[config.mk]
export PLATFORM = sky130hd
export DESIGN_NAME = tag_guard
export DESIGN_NICKNAME = d
export VERILOG_FILES = /design/src/rtl/tag_pkg.sv /design/src/rtl/tag_mc_tick.sv /design/src/rtl/tag_guard.sv
export SDC_FILE = /design/constraint.sdc
export NUM_CORES = 1
export LEC_CHECK = 0
export BUFFER_PORTS_ARGS = -buffer_cell sky130_fd_sc_hd__buf_2
export CORE_AREA = 2 2 51 53
export DETAILED_ROUTE_END_ITERATION = 6
export DIE_AREA = 0 0 53 55
export PLACE_DENSITY = 0.84
export SLEW_MARGIN = 10
export SYNTH_ARGS = -nofsm -noshare
export SYNTH_HDL_FRONTEND = slang
export SYNTH_SLANG_ARGS = --single-unit
[constraint.sdc]
create_clock -name mclk_in -period 4.3 [get_ports mclk_in]
set_input_delay 0.645 -clock mclk_in [delete_from_list [all_inputs] [get_ports mclk_in]]
set_output_delay 0.645 -clock mclk_in [all_outputs]
set_load 0.05 [all_outputs]
[src/rtl/tag_pkg.sv]
// Notes on behaviour
// - Critical control bits, the watchdog control bits among them, change only while the timed window is open.
// - The key register sits at special function register address C7h.
// - A write of AAh to the key register starts a counter that waits for a 55h write.
// - The window opens only if the 55h write comes within 3 machine cycles of the AAh write.
// - A 55h write 4 machine cycles after the AAh write opens nothing, and a later protected write fails.
// - An open window stays open for 3 machine cycles and then closes by itself.
// - A protected write is applied only while the window is open; outside it the write is dropped.
package tag_pkg;
   localparam logic [7:0] TAG_KEY_ADDR = 8'hC7;
   localparam logic [7:0] TAG_KEY_FIRST = 8'hAA;
   localparam logic [7:0] TAG_KEY_SECOND = 8'h55;
   localparam logic [7:0] TAG_WDOG_ADDR_DEF = 8'hD8;
   localparam logic [7:0] TAG_WDOG_RESET = 8'h00;
   localparam int TAG_ARM_MC = 3;
   localparam int TAG_OPEN_MC = 3;
   localparam int TAG_MC_CLKS = 4;
   localparam logic [1:0] TAG_CNT_ZERO = 2'h0;
   localparam logic [1:0] TAG_CNT_ONE = 2'h1;
   typedef enum logic [2:0]
   {
      TAG_IDLE = 3'h1,
      TAG_ARMED = 3'h2,
      TAG_OPEN = 3'h4
   } tag_state_t;
endpackage : tag_pkg

[src/rtl/tag_mc_tick.sv]
// machine cycle strobe: one pulse every mc_clks clocks
module tag_mc_tick
   import tag_pkg::*;
#(
   parameter int MC_CLKS = TAG_MC_CLKS
)
(
   input wire logic mclk_in,
   input wire logic sys_rst_in,
   output logic tick_out
);
   typedef struct packed
   {
      logic [7:0] cnt;
      logic tick;
   } tag_tick_st_t;
   tag_tick_st_t cur_ff;
   tag_tick_st_t nxt_cur;
   localparam logic [7:0] LAST = 8'(MC_CLKS - 1);

   // free running divider
   always_comb
   begin
      nxt_cur = cur_ff;
      nxt_cur.tick = (cur_ff.cnt == LAST);
      nxt_cur.cnt = nxt_cur.tick ? 8'h00 : 8'(cur_ff.cnt + 8'h01);
   end

   always_ff @(posedge mclk_in or posedge sys_rst_in)
   begin
      if (sys_rst_in)
      begin
         cur_ff <= '0;
      end
      else
      begin
         cur_ff <= nxt_cur;
      end
   end

   assign tick_out = cur_ff.tick;
endmodule : tag_mc_tick

[src/rtl/tag_guard.sv]
// timed write guard for protected special function register bits
module tag_guard
   import tag_pkg::*;
#(
   parameter int MC_CLKS = TAG_MC_CLKS,
   parameter logic [7:0] WDOG_ADDR = TAG_WDOG_ADDR_DEF,
   parameter logic [7:0] PROT_MASK = 8'hFF
)
(
   input wire logic mclk_in,
   input wire logic sys_rst_in,
   input wire logic sfr_wr_in,
   input wire logic [7:0] sfr_addr_in,
   input wire logic [7:0] sfr_wdata_in,
   output logic [7:0] watchdog_control_out,
   output logic window_open_out,
   output logic wr_dropped_out
);
   typedef struct packed
   {
      tag_state_t st;
      logic [1:0] mc;
      logic [7:0] wdog;
      logic drop;
   } tag_guard_st_t;
   tag_guard_st_t cur_ff;
   tag_guard_st_t nxt_cur;
   logic mc_tick;
   logic key_wr;
   logic wdog_wr;
   logic key_first; // first key value seen on the key register
   logic key_second; // second key value seen on the key register
   logic key_other; // any other value written to the key register
   localparam logic [1:0] ARM_LAST = 2'(TAG_ARM_MC);
   localparam logic [1:0] OPEN_LAST = 2'(TAG_OPEN_MC);

   ////////////////////////////////////////////////////////////////////////////
   // helpers

   // a key register write that carries the given key value
   function automatic logic key_is(input logic wr, input logic [7:0] data, input logic [7:0] key);
      return wr && (data == key);
   endfunction : key_is

   // true on the machine cycle strobe that ends a span of last counted cycles
   function automatic logic span_done(input logic tick, input logic [1:0] mc, input logic [1:0] last);
      return tick && (mc == 2'(last - TAG_CNT_ONE));
   endfunction : span_done

   // bits under mask come from the write data, the others keep their old value
   function automatic logic [7:0] merge_bits(input logic [7:0] old, input logic [7:0] data,
      input logic [7:0] mask);
      return (old & ~mask) | (data & mask);
   endfunction : merge_bits

   ////////////////////////////////////////////////////////////////////////////
   // machine cycle timebase
   tag_mc_tick #(
      .MC_CLKS(MC_CLKS)
   ) u_tick (
      .mclk_in(mclk_in),
      .sys_rst_in(sys_rst_in),
      .tick_out(mc_tick)
   );

   ////////////////////////////////////////////////////////////////////////////
   // address decode
   always_comb
   begin
      key_wr = 1'b0;
      wdog_wr = 1'b0;
      if (sfr_wr_in && sfr_addr_in == TAG_KEY_ADDR)
      begin
         key_wr = 1'b1;
      end
      else if (sfr_wr_in && sfr_addr_in == WDOG_ADDR)
      begin
         wdog_wr = 1'b1;
      end
      // split key writes by value so the states test flags instead of the write data
      key_first = key_is(key_wr, sfr_wdata_in, TAG_KEY_FIRST);
      key_second = key_is(key_wr, sfr_wdata_in, TAG_KEY_SECOND);
      key_other = key_wr && !key_first && !key_second;
   end

   ////////////////////////////////////////////////////////////////////////////
   // key sequence and window
   // idle: waits for the first key; armed: waits for the second key while
   // counting machine cycles; open: protected writes land while counting.
   // the counter follows the free running strobe, so every span is
   // quantised to whole strobes and may be up to one machine cycle short.
   // a first key while armed or open starts the wait again, so software
   // that repeats the whole sequence is never locked out.
   always_comb
   begin
      nxt_cur = cur_ff;
      nxt_cur.drop = 1'b0;
      case (cur_ff.st)
         TAG_IDLE:
         begin
            nxt_cur.mc = TAG_CNT_ZERO;
            if (key_first)
            begin
               nxt_cur.st = TAG_ARMED;
            end
         end
         TAG_ARMED:
         begin
            if (key_second)
            begin
               nxt_cur.st = TAG_OPEN;
               nxt_cur.mc = TAG_CNT_ZERO;
            end
            else if (key_first)
            begin
               nxt_cur.mc = TAG_CNT_ZERO; // restart wait
            end
            else if (key_other)
            begin
               nxt_cur.st = TAG_IDLE;
            end
            else if (mc_tick)
            begin
               if (span_done(mc_tick, cur_ff.mc, ARM_LAST))
               begin
                  nxt_cur.st = TAG_IDLE;
               end
               else
               begin
                  nxt_cur.mc = 2'(cur_ff.mc + TAG_CNT_ONE);
               end
            end
         end
         TAG_OPEN:
         begin
            if (key_first)
            begin
               nxt_cur.st = TAG_ARMED;
               nxt_cur.mc = TAG_CNT_ZERO;
            end
            else if (mc_tick)
            begin
               if (span_done(mc_tick, cur_ff.mc, OPEN_LAST))
               begin
                  nxt_cur.st = TAG_IDLE;
               end
               else
               begin
                  nxt_cur.mc = 2'(cur_ff.mc + TAG_CNT_ONE);
               end
            end
         end
         default:
         begin
            nxt_cur.st = TAG_IDLE;
         end
      endcase
      // protected write: applied inside window only
      if (wdog_wr)
      begin
         if (cur_ff.st == TAG_OPEN)
         begin
            nxt_cur.wdog = merge_bits(cur_ff.wdog, sfr_wdata_in, PROT_MASK);
         end
         else
         begin
            nxt_cur.wdog = merge_bits(cur_ff.wdog, sfr_wdata_in, ~PROT_MASK);
            nxt_cur.drop = 1'b1;
         end
      end
   end

   ////////////////////////////////////////////////////////////////////////////
   // state register
   // reset leaves the window closed and the protected bits at their reset
   // value, so a reset in mid window cannot leave a write path open.
   // the drop flag is a one cycle pulse and needs no clear from software.
   // every field is reset on its own so the reset branch holds constants only.
   always_ff @(posedge mclk_in or posedge sys_rst_in)
   begin
      if (sys_rst_in)
      begin
         cur_ff.st <= TAG_IDLE;
         cur_ff.mc <= TAG_CNT_ZERO;
         cur_ff.wdog <= TAG_WDOG_RESET;
         cur_ff.drop <= 1'b0;
      end
      else
      begin
         cur_ff <= nxt_cur;
      end
   end

   ////////////////////////////////////////////////////////////////////////////
   // outputs
   // all outputs come straight from the state register
   assign watchdog_control_out = cur_ff.wdog;
   assign window_open_out = (cur_ff.st == TAG_OPEN);
   assign wr_dropped_out = cur_ff.drop;
endmodule : tag_guard

==> flow_summary.yaml, run 1 <==
layout:
  final_common_cell: "buf_2"
  n_antenna_cell: 0
  nets: 160
  area_growth_pct: 11.8
  drive_above_1_share: 0.348
  final_cell_mix: "buf_2, dfrtp_1, nor2_1, mux2_2, nand2_1"
  finalInstanceArea_um2: 1370
routing:
  drt-initial-drc-count: 12
  num_vias: 907
  antenna_left: 0
  vias_per_cell: 5.40
  firstDrtPassIters: 4
  drc: 0
  wire_per_inst_um: 12.8
  wirelength_mm: 2.15
placement:
  io_buffers: 28
  place_hpwl_mm: 1.69
  placed_area_um2: 1340
  gp_congestion: 0.962
sta:
  rsz0062_at_grt: "false"
  hold_viol: 0
  setup_viol: 0
  final_max_slew_viol_count: 0
  max_slew_margin: 0.438
  clock.fmax_ghz: 0.462
  setup_tns_ns: 0
  fin_crit_sh: 0.504
  finClkSkew_ns: 0.00672
  period_needed_ns: 2.17
  worst_pin_slew_ns: 0.841
setup_path:
  r2r_start: "cur_ff[12]$_DFFE_PP0P_"
  rrSetupSlack_ns: 2.57
  critPathCapture: "window_open_out"
  cp.required_ns: 3.65
  startpoint: "cur_ff[12]$_DFFE_PP0P_"
  critPathLaunchType: "register"
  cp_max_fo: 5
  arrival_ns: 1.52
  reg2reg_depth: 4
  r2r_end: "watchdog_control_out[2]$_DFFE_PP0P_"
  critPathCaptureType: "output port"
  critPathKind: "register to output port"
die:
  initial_core_util: 0.518
  design.portCount: 29
  fp-row-count: 18
  die_height_um: 55
  dieArea_um2: 2920
  die_w_um: 53
  core_um2: 2360
yosys:
  synth-simple-area-share: 0.239
  synthMuxAreaShare: 0.0817
  syn_area_um2: 1220
  synth_top_family_by_area: "simple AND/OR/NAND/NOR gates"
  synth-seq-cells: 23
  avgSynthCellArea_um2: 10.7
  synth_fa_ha_area_frac: 0.0204
  synthXorXnorAreaFrac: 0.0429
  synth_compound_area_frac: 0.0807
  synthCells: 114
  yosysSeqAreaShare: 0.471
  syn_nets: 135
  ys_types: 36
  yosysWarnings: 0
global_route:
  antenna_found_initial: 0
  grt_max_degree: 24
  grt.total_usage: 0.181
  grt_pass1_vias: 917
  grt_first_pass_wirelength_mm: 3.82
  grt_overflow: 0
cts:
  clk_pin_slew_ns: 0.12
  numClockSinks: 23
  cts-resized-gates: 0
  postCtsSetupBuffers: 0
  htree_levels: 1
  cts_buffers: 3
  postCtsHoldBufs: 0
  cts_root_buf: "clkbuf_4"
  clock_latency_ns: 0.31
  cts_tree: "built"
  ctsLongestPathBuffers: 2
power:
  power_density_nw_per_um2: 243
  power.leakage_nw: 0.649
  ir_drop_uv: 195
  p_total_w: 0.000333
hold_path:
  hold_class: "input pin to async pin"
flow_run:
  maxCapViolCount: 0
run_status:
  outcome: "completed"
## worst min-delay path by stage
| stage | end | start | depth (start not counted) | slack, ns |
|---|---|---|---|---|
| after floorplan | u_tick.cur_ff[8]$_DFF_PP0_ | u_tick.cur_ff[8]$_DFF_PP0_ | 1 | 0.45 |
| after global placement | u_tick.cur_ff[8]$_DFF_PP0_ | u_tick.cur_ff[8]$_DFF_PP0_ | 1 | 0.47 |
| after detailed placement | u_tick.cur_ff[8]$_DFF_PP0_ | u_tick.cur_ff[8]$_DFF_PP0_ | 1 | 0.47 |
| after CTS | u_tick.cur_ff[2]$_DFF_PP0_ | sys_rst_in | 2 | 0.50 |
| after global routing | u_tick.cur_ff[1]$_DFF_PP0_ | u_tick.cur_ff[1]$_DFF_PP0_ | 1 | 0.51 |
| final | u_tick.cur_ff[3]$_DFF_PP0_ | sys_rst_in | 2 | 0.48 |
## cell usage after synthesis (all sizes together)
| master | count | share of area |
|---|---|---|
| o21a | 1 | 0.0061 |
| a21boi | 1 | 0.0061 |
| nand3 | 6 | 0.025 |
| xnor2 | 4 | 0.029 |
| nor2 | 8 | 0.025 |
| or3 | 1 | 0.0092 |
| or2 | 2 | 0.012 |
| a31oi | 1 | 0.0051 |
| nor2b | 1 | 0.0051 |
| o211ai | 1 | 0.0061 |
| o21ai | 3 | 0.012 |
| a311oi | 1 | 0.012 |
| nand3b | 2 | 0.012 |
| o32ai | 1 | 0.0072 |
| nand2b | 5 | 0.026 |
| and4bb | 1 | 0.010 |
| nor4 | 3 | 0.015 |
| mux2i | 1 | 0.0082 |
| o22ai | 1 | 0.0051 |
| mux2 | 8 | 0.074 |
| xor2 | 2 | 0.014 |
| and3 | 1 | 0.0051 |
| nor3 | 2 | 0.0082 |
| dfstp | 1 | 0.021 |
| and2b | 1 | 0.0072 |
| nand2 | 7 | 0.021 |
| a21oi | 5 | 0.020 |
| buf | 8 | 0.049 |
| dfrtp | 22 | 0.45 |
| nor4bb | 3 | 0.025 |
| nor4b | 1 | 0.0072 |
| nand4b | 2 | 0.027 |
| inv | 5 | 0.015 |
| ha | 2 | 0.020 |
## report_power, final
part | total (W) | switching [W] | internal (W)
clock network | 0.0000970 | 0.0000623 | 0.0000348
logic | 0.0000198 | 0.0000106 | 0.00000915
registers | 0.000216 | 0.00000000345 | 0.000216
total | 0.000333 | 0.0000729 | 0.000260
## routing by layer
metal | track usage | vias to the layer above | routed length (µm)
met5 | 0 | - | 0
met4 | 0.0983 | 0 | 42
met3 | 0.0188 | 5 | 94
met2 | 0.331 | 24 | 1070
met1 | 0.208 | 432 | 939
li1 | - | 446 | -
## cell type report
| cell class | count | area, µm² |
|---|---|---|
| Fill cell | 206 | 995 |
| Multi-Input combinational cell | 78 | 569 |
| Timing Repair Buffer | 28 | 140 |
| Sequential cell | 23 | 577 |
| Inverter | 5 | 18.8 |
| Clock buffer | 3 | 22.5 |
| Clock inverter | 1 | 5.00 |
| Tap cell | 30 | 37.5 |
## sequential cells by signal, indices dropped and copies added (netlist names)
name and cells:
watchdog_control_out 8, cur_ff 5, u_tick.tick_out 1, u_tick.cur_ff 8, wr_dropped_out 1
## per-stage QoR
| step | instances | setup slack, ns | hold slack (ns) | util |
|---|---|---|---|---|
| after global placement | 164 | 2.16 | 0.466 | 0.568 |
| after detailed placement | 164 | 2.08 | 0.468 | 0.568 |
| after global routing | 168 | 2.03 | 0.513 | 0.579 |
| after CTS | 168 | 2.14 | 0.497 | 0.579 |
| after floorplan | 114 | 2.04 | 0.446 | - |
| final | 168 | 2.13 | 0.484 | 0.579 |
## worst max-delay path, cell delays in order, from the launching register on
cell and delay, ns:
dfrtp_1 0.44, nand2b_1 0.20, nor2_1 0.25, buf_2 0.32
## cells by family (layout without fill, tap and decap cells)
group | after synthesis | after routing
adder cells (fa/ha/maj) | 2 | 2
buffers and inverters | 13 | 37
XOR/XNOR | 6 | 6
AND/OR/NAND/NOR | 46 | 46
flip-flops | 23 | 23
AO/OA/AOI/OAI | 15 | 15
multiplexers | 9 | 9
(Power assumes the default switching activity.)
==> run 2: changes to the inputs <==
Settings changed: CORE_AREA 2 2 51 53 to 2 2 52 54, DIE_AREA 0 0 53 55 to 0 0 54 56, PLACE_DENSITY 0.84 to 0.81.
Clock period 4.3 ns to 2.01 ns, I/O delays scaled along.
==> flow_summary.yaml, run 2 (synthesized netlist as in run 1, its figures left out) <==
run_status:
  outcome: "completed"
placement:
  io_buffers: 28
  dp_cells: 166
  gp_congestion: 0.877
  place_hpwl_mm: 1.66
cts:
  cts_buffers: 3
  clock_latency_ns: 0.29
  cts-resized-gates: 0
  cts_root_buf: "clkbuf_4"
  ctsLongestPathBuffers: 2
  htree_levels: 1
  numClockSinks: 23
  cts_tree: "built"
  postCtsHoldBufs: 0
  clk_pin_slew_ns: 0.12
  postCtsSetupBuffers: 0
setup_path:
  slowest_delay_ns: 0.45
  critPathSlowestCell: "dfrtp_1"
  reg2reg_depth: 4
  rrSetupSlack_ns: 0.40
  critPathCaptureType: "output port"
  critPathKind: "register to output port"
  path_cells: "nand2b_1, nor2_2, buf_2"
  cp.required_ns: 1.71
  r2r_end: "watchdog_control_out[2]$_DFFE_PP0P_"
  critPathLaunchType: "register"
  r2r_start: "cur_ff[12]$_DFFE_PP0P_"
  cp_max_fo: 5
  arrival_ns: 1.41
power:
  power.leakage_nw: 0.656
  power_density_nw_per_um2: 509
  switching_share: 0.205
  p_int_w: 0.000561
  ir_drop_uv: 403
  p_switching_w: 0.000144
  seq_power_share: 0.656
  pwr-share-comb: 0.062
  clockPowerShare: 0.281
sta:
  max_slew_margin: 0.750
  setup_viol: 0
  period_needed_ns: 1.71
  worst_pin_slew_ns: 0.370
  finClkSkew_ns: 0.00805
  hold_viol: 0
  rsz0062_at_grt: "false"
  clock.fmax_ghz: 0.586
  setup_tns_ns: 0
  final_max_slew_viol_count: 0
  fin_crit_sh: 0.849
die:
  die_w_um: 54
  dieArea_um2: 3020
  die_height_um: 56
  initial_core_util: 0.504
  design.portCount: 29
  fp-row-count: 18
  core_um2: 2430
routing:
  vias_per_cell: 5.33
  num_vias: 906
  antenna_left: 0
  drt-initial-drc-count: 3
  wl_met3_um: 74
  wire_per_inst_um: 11.8
  met1_length_um: 875
  drc: 0
  route.met2.wl_mm: 1.05
  wirelength_mm: 2.01
  firstDrtPassIters: 3
  route.top_layer_used: "met4"
layout:
  area_growth_pct: 13.2
  nFillCells: 204
  nets: 162
  n_antenna_cell: 0
  final_common_cell: "buf_2"
  instances_no_fill: 170
  final_cell_mix: "buf_2, dfrtp_1, mux2_2"
  final_util: 0.570
  drive_above_1_share: 0.357
global_route:
  grt_overflow: 0
  grt_first_pass_wirelength_mm: 3.63
  grt_pass1_vias: 907
  antenna_found_initial: 0
  grt.total_usage: 0.157
  grt_max_degree: 24
flow_run:
  maxCapViolCount: 0
hold_path:
  hold_class: "input pin to async pin"
==> run 2: stage by stage <==
stage | cell area, µm² | hold slack [ns] | setup WS, ns | power [W]
after floorplan | 1230 | 0.303 | 0.0863 | 0.000487
after global placement | 1360 | 0.349 | 0.252 | 0.000515
after detailed placement | 1360 | 0.352 | 0.224 | 0.000516
after CTS | 1390 | 0.0198 | 0.287 | 0.000714
after global routing | 1390 | 0.0363 | 0.206 | 0.000745
final | 1390 | 0.0151 | 0.303 | 0.000705
==> run 2: worst max-delay path by stage <==
stage / from / end / slack [ns]
detailed placement: sfr_addr_in[5] / cur_ff[11]$_DFFE_PP1P_ / 0.22
global placement: sfr_addr_in[5] / cur_ff[11]$_DFFE_PP1P_ / 0.25
finish: cur_ff[12]$_DFFE_PP0P_ / window_open_out / 0.30
CTS: cur_ff[12]$_DFFE_PP0P_ / window_open_out / 0.29
global route: cur_ff[12]$_DFFE_PP0P_ / window_open_out / 0.21
floorplan: cur_ff[12]$_DFFE_PP0P_ / watchdog_control_out[0]$_DFFE_PP0P_ / 0.09
==> run 2: routing by layer <==
layer / up-vias / global-route usage
met5: - / 0
met3: 2 / 0.0323
met1: 439 / 0.197
met2: 13 / 0.272
met4: 0 / 0.0321
li1: 452 / -
==> run 2: critical path: cells and delay by family (launching register included) <==
kind / cells / cell delay [ns]
DFF: 1 / 0.45
and+or+nand+nor: 2 / 0.38
buffers and inverters: 1 / 0.29
==> run 2: power by group through the flow <==
stage               clock [W]  combinational, W  sequential, W
finish               0.000198         0.0000440       0.000463
global route         0.000232         0.0000499       0.000463
CTS                  0.000207         0.0000450       0.000463
detailed placement          0         0.0000449       0.000472
global placement            0         0.0000432       0.000472
floorplan                   0         0.0000157       0.000472
==> run 2: area by class of cell <==
type,count,area [µm²],share of cell area
inverters,5,18.8,0.0135
repair buffers,30,155,0.112
multi-input cells,78,572,0.412
clock buffers,4,26.3,0.0190
flip-flops and latches,23,577,0.416
well taps,30,37.5,0.0271
==> run 3: changes to the inputs <==
Clock period 2.01 ns to 1.69 ns, I/O delays scaled along.
==> flow_summary.yaml, run 3 (synthesized netlist as in run 1, its figures left out) <==
routing:
  antenna_left: 0
  drc: 0
  drt-initial-drc-count: 13
  wire_per_inst_um: 13.3
  wirelength_mm: 2.33
  vias_per_cell: 5.43
  firstDrtPassIters: 4
  num_vias: 950
global_route:
  met1_usage: 0.199
  grt.total_usage: 0.173
  gr-usage-met3: 0.0323
  antenna_found_initial: 0
  grtUsageMet2: 0.291
  grt_max_degree: 14
  grt_busiest_layer: "met2"
  grt_first_pass_wirelength_mm: 3.85
  grt_overflow: 0
  grt_pass1_vias: 892
layout:
  final_common_cell: "buf_2"
  nets: 167
  nFillCells: 212
  area_growth_pct: 18.0
  drive_above_1_share: 0.393
  instances_no_fill: 175
  final_cell_mix: "buf_2, dfrtp_1, mux2_2"
  final_util: 0.594
  n_antenna_cell: 0
power:
  p_switching_w: 0.000188
  pwr-share-comb: 0.065
  switching_share: 0.220
  power_density_nw_per_um2: 590
  power.leakage_nw: 0.684
  p_int_w: 0.000665
  clockPowerShare: 0.290
  ir_drop_uv: 554
  seq_power_share: 0.645
die:
  initial_core_util: 0.504
  fp-row-count: 18
  design.portCount: 29
  dieArea_um2: 3020
  die_height_um: 56
  die_w_um: 54
  core_um2: 2430
sta:
  fin_crit_sh: 0.957
  period_needed_ns: 1.62
  clock.fmax_ghz: 0.619
  finClkSkew_ns: 0.0195
  max_slew_margin: 0.689
  rsz0062_at_grt: "false"
  hold_viol: 0
  worst_pin_slew_ns: 0.465
  setup_viol: 0
  final_max_slew_viol_count: 0
setup_path:
  slowest_delay_ns: 0.45
  cp_max_fo: 5
  path_cells: "nand2b_1, nor2_4, buf_4"
  critPathSlowestCell: "dfrtp_1"
  critPathCaptureType: "output port"
  cp.required_ns: 1.44
  arrival_ns: 1.36
  critPathKind: "register to output port"
  path_delay_family: "flip-flops"
  critPathLaunchType: "register"
  worst-path-buf-inv: 1
cts:
  cts_root_buf: "clkbuf_4"
  cts_tree: "built"
  htree_levels: 1
  ctsLongestPathBuffers: 2
  clock_latency_ns: 0.31
  clk_pin_slew_ns: 0.13
  numClockSinks: 23
  cts_buffers: 3
placement:
  gp_congestion: 0.882
  io_buffers: 28
  dp_cells: 168
  place_hpwl_mm: 1.87
run_status:
  outcome: "completed"
hold_path:
  hold_class: "input pin to register"
flow_run:
  maxCapViolCount: 0
## run 3: per-stage QoR
step	worst slack (ns)	setup TNS [ns]	hold WS [ns]	power [W]	area, µm²
after detailed placement	-0.0523	-0.0523	0.280	0.000615	1390
after global placement	-0.0234	-0.0234	0.275	0.000612	1390
final	0.0734	0	0.176	0.000853	1450
after CTS	0.0221	0	0.175	0.000859	1430
after global routing	0.00399	0	0.173	0.000879	1450
after floorplan	0.0602	0	0.255	0.000580	1240
## run 3: worst reg2reg max path: cells and delay by family (launching register included)
family             cells  cell delay [ns]
and+or+nand+nor        3             0.57
AOI/OAI and AO/OA      3             0.47
DFF                    1             0.45
## run 3: layout make-up
| cell class | instances | area (µm²) | area share |
|---|---|---|---|
| Multi-Input combinational cell | 78 | 587 | 0.406 |
| Sequential cell | 23 | 577 | 0.399 |
| Timing Repair Buffer | 35 | 198 | 0.137 |
| Tap cell | 30 | 37.5 | 0.0260 |
| Clock buffer | 3 | 22.5 | 0.0156 |
| Inverter | 5 | 18.8 | 0.0130 |
| Clock inverter | 1 | 5.00 | 0.00346 |
## run 3: worst paths after layout
path | from | end | slack (ns) | cells after the start
max | cur_ff[12]$_DFFE_PP0P_ | window_open_out | 0.07 | 3
min | sfr_addr_in[4] | wr_dropped_out$_DFF_PP0_ | 0.18 | 3
max reg2reg | cur_ff[12]$_DFFE_PP0P_ | cur_ff[10]$_DFFE_PP0P_ | 0.09 | 6
min reg2reg | u_tick.cur_ff[1]$_DFF_PP0_ | u_tick.cur_ff[1]$_DFF_PP0_ | 0.49 | 1
max in group asynchronous | sys_rst_in | cur_ff[13]$_DFFE_PP0P_ | 0.68 | 4
min in group asynchronous | sys_rst_in | u_tick.cur_ff[5]$_DFF_PP0_ | 0.47 | 3
## run 3: per-layer routing
metal / up-vias / wire (µm)
met5: - / 0
met4: 0 / 75
met3: 8 / 97
met2: 23 / 1200
met1: 458 / 950
li1: 461 / -
## run 3: timing repair
action	in CTS	in global routing
pin swaps	0	1
endpoints found under the setup margin	1	2
gates cloned	0	0
gates resized for setup	1	1
hold buffers	1	0
buffers inserted	0	2
endpoints found under the hold margin	11	0
## run 3: power by group through the flow
stage | logic (W) | registers, W | clock network, W
2_1_floorplan | 0.0000187 | 0.000561 | 0
3_3_place_gp | 0.0000514 | 0.000561 | 0
3_5_place_dp | 0.0000544 | 0.000561 | 0
4_1_cts | 0.0000564 | 0.000550 | 0.000252
5_1_grt | 0.0000618 | 0.000551 | 0.000267
6_report | 0.0000554 | 0.000550 | 0.000247
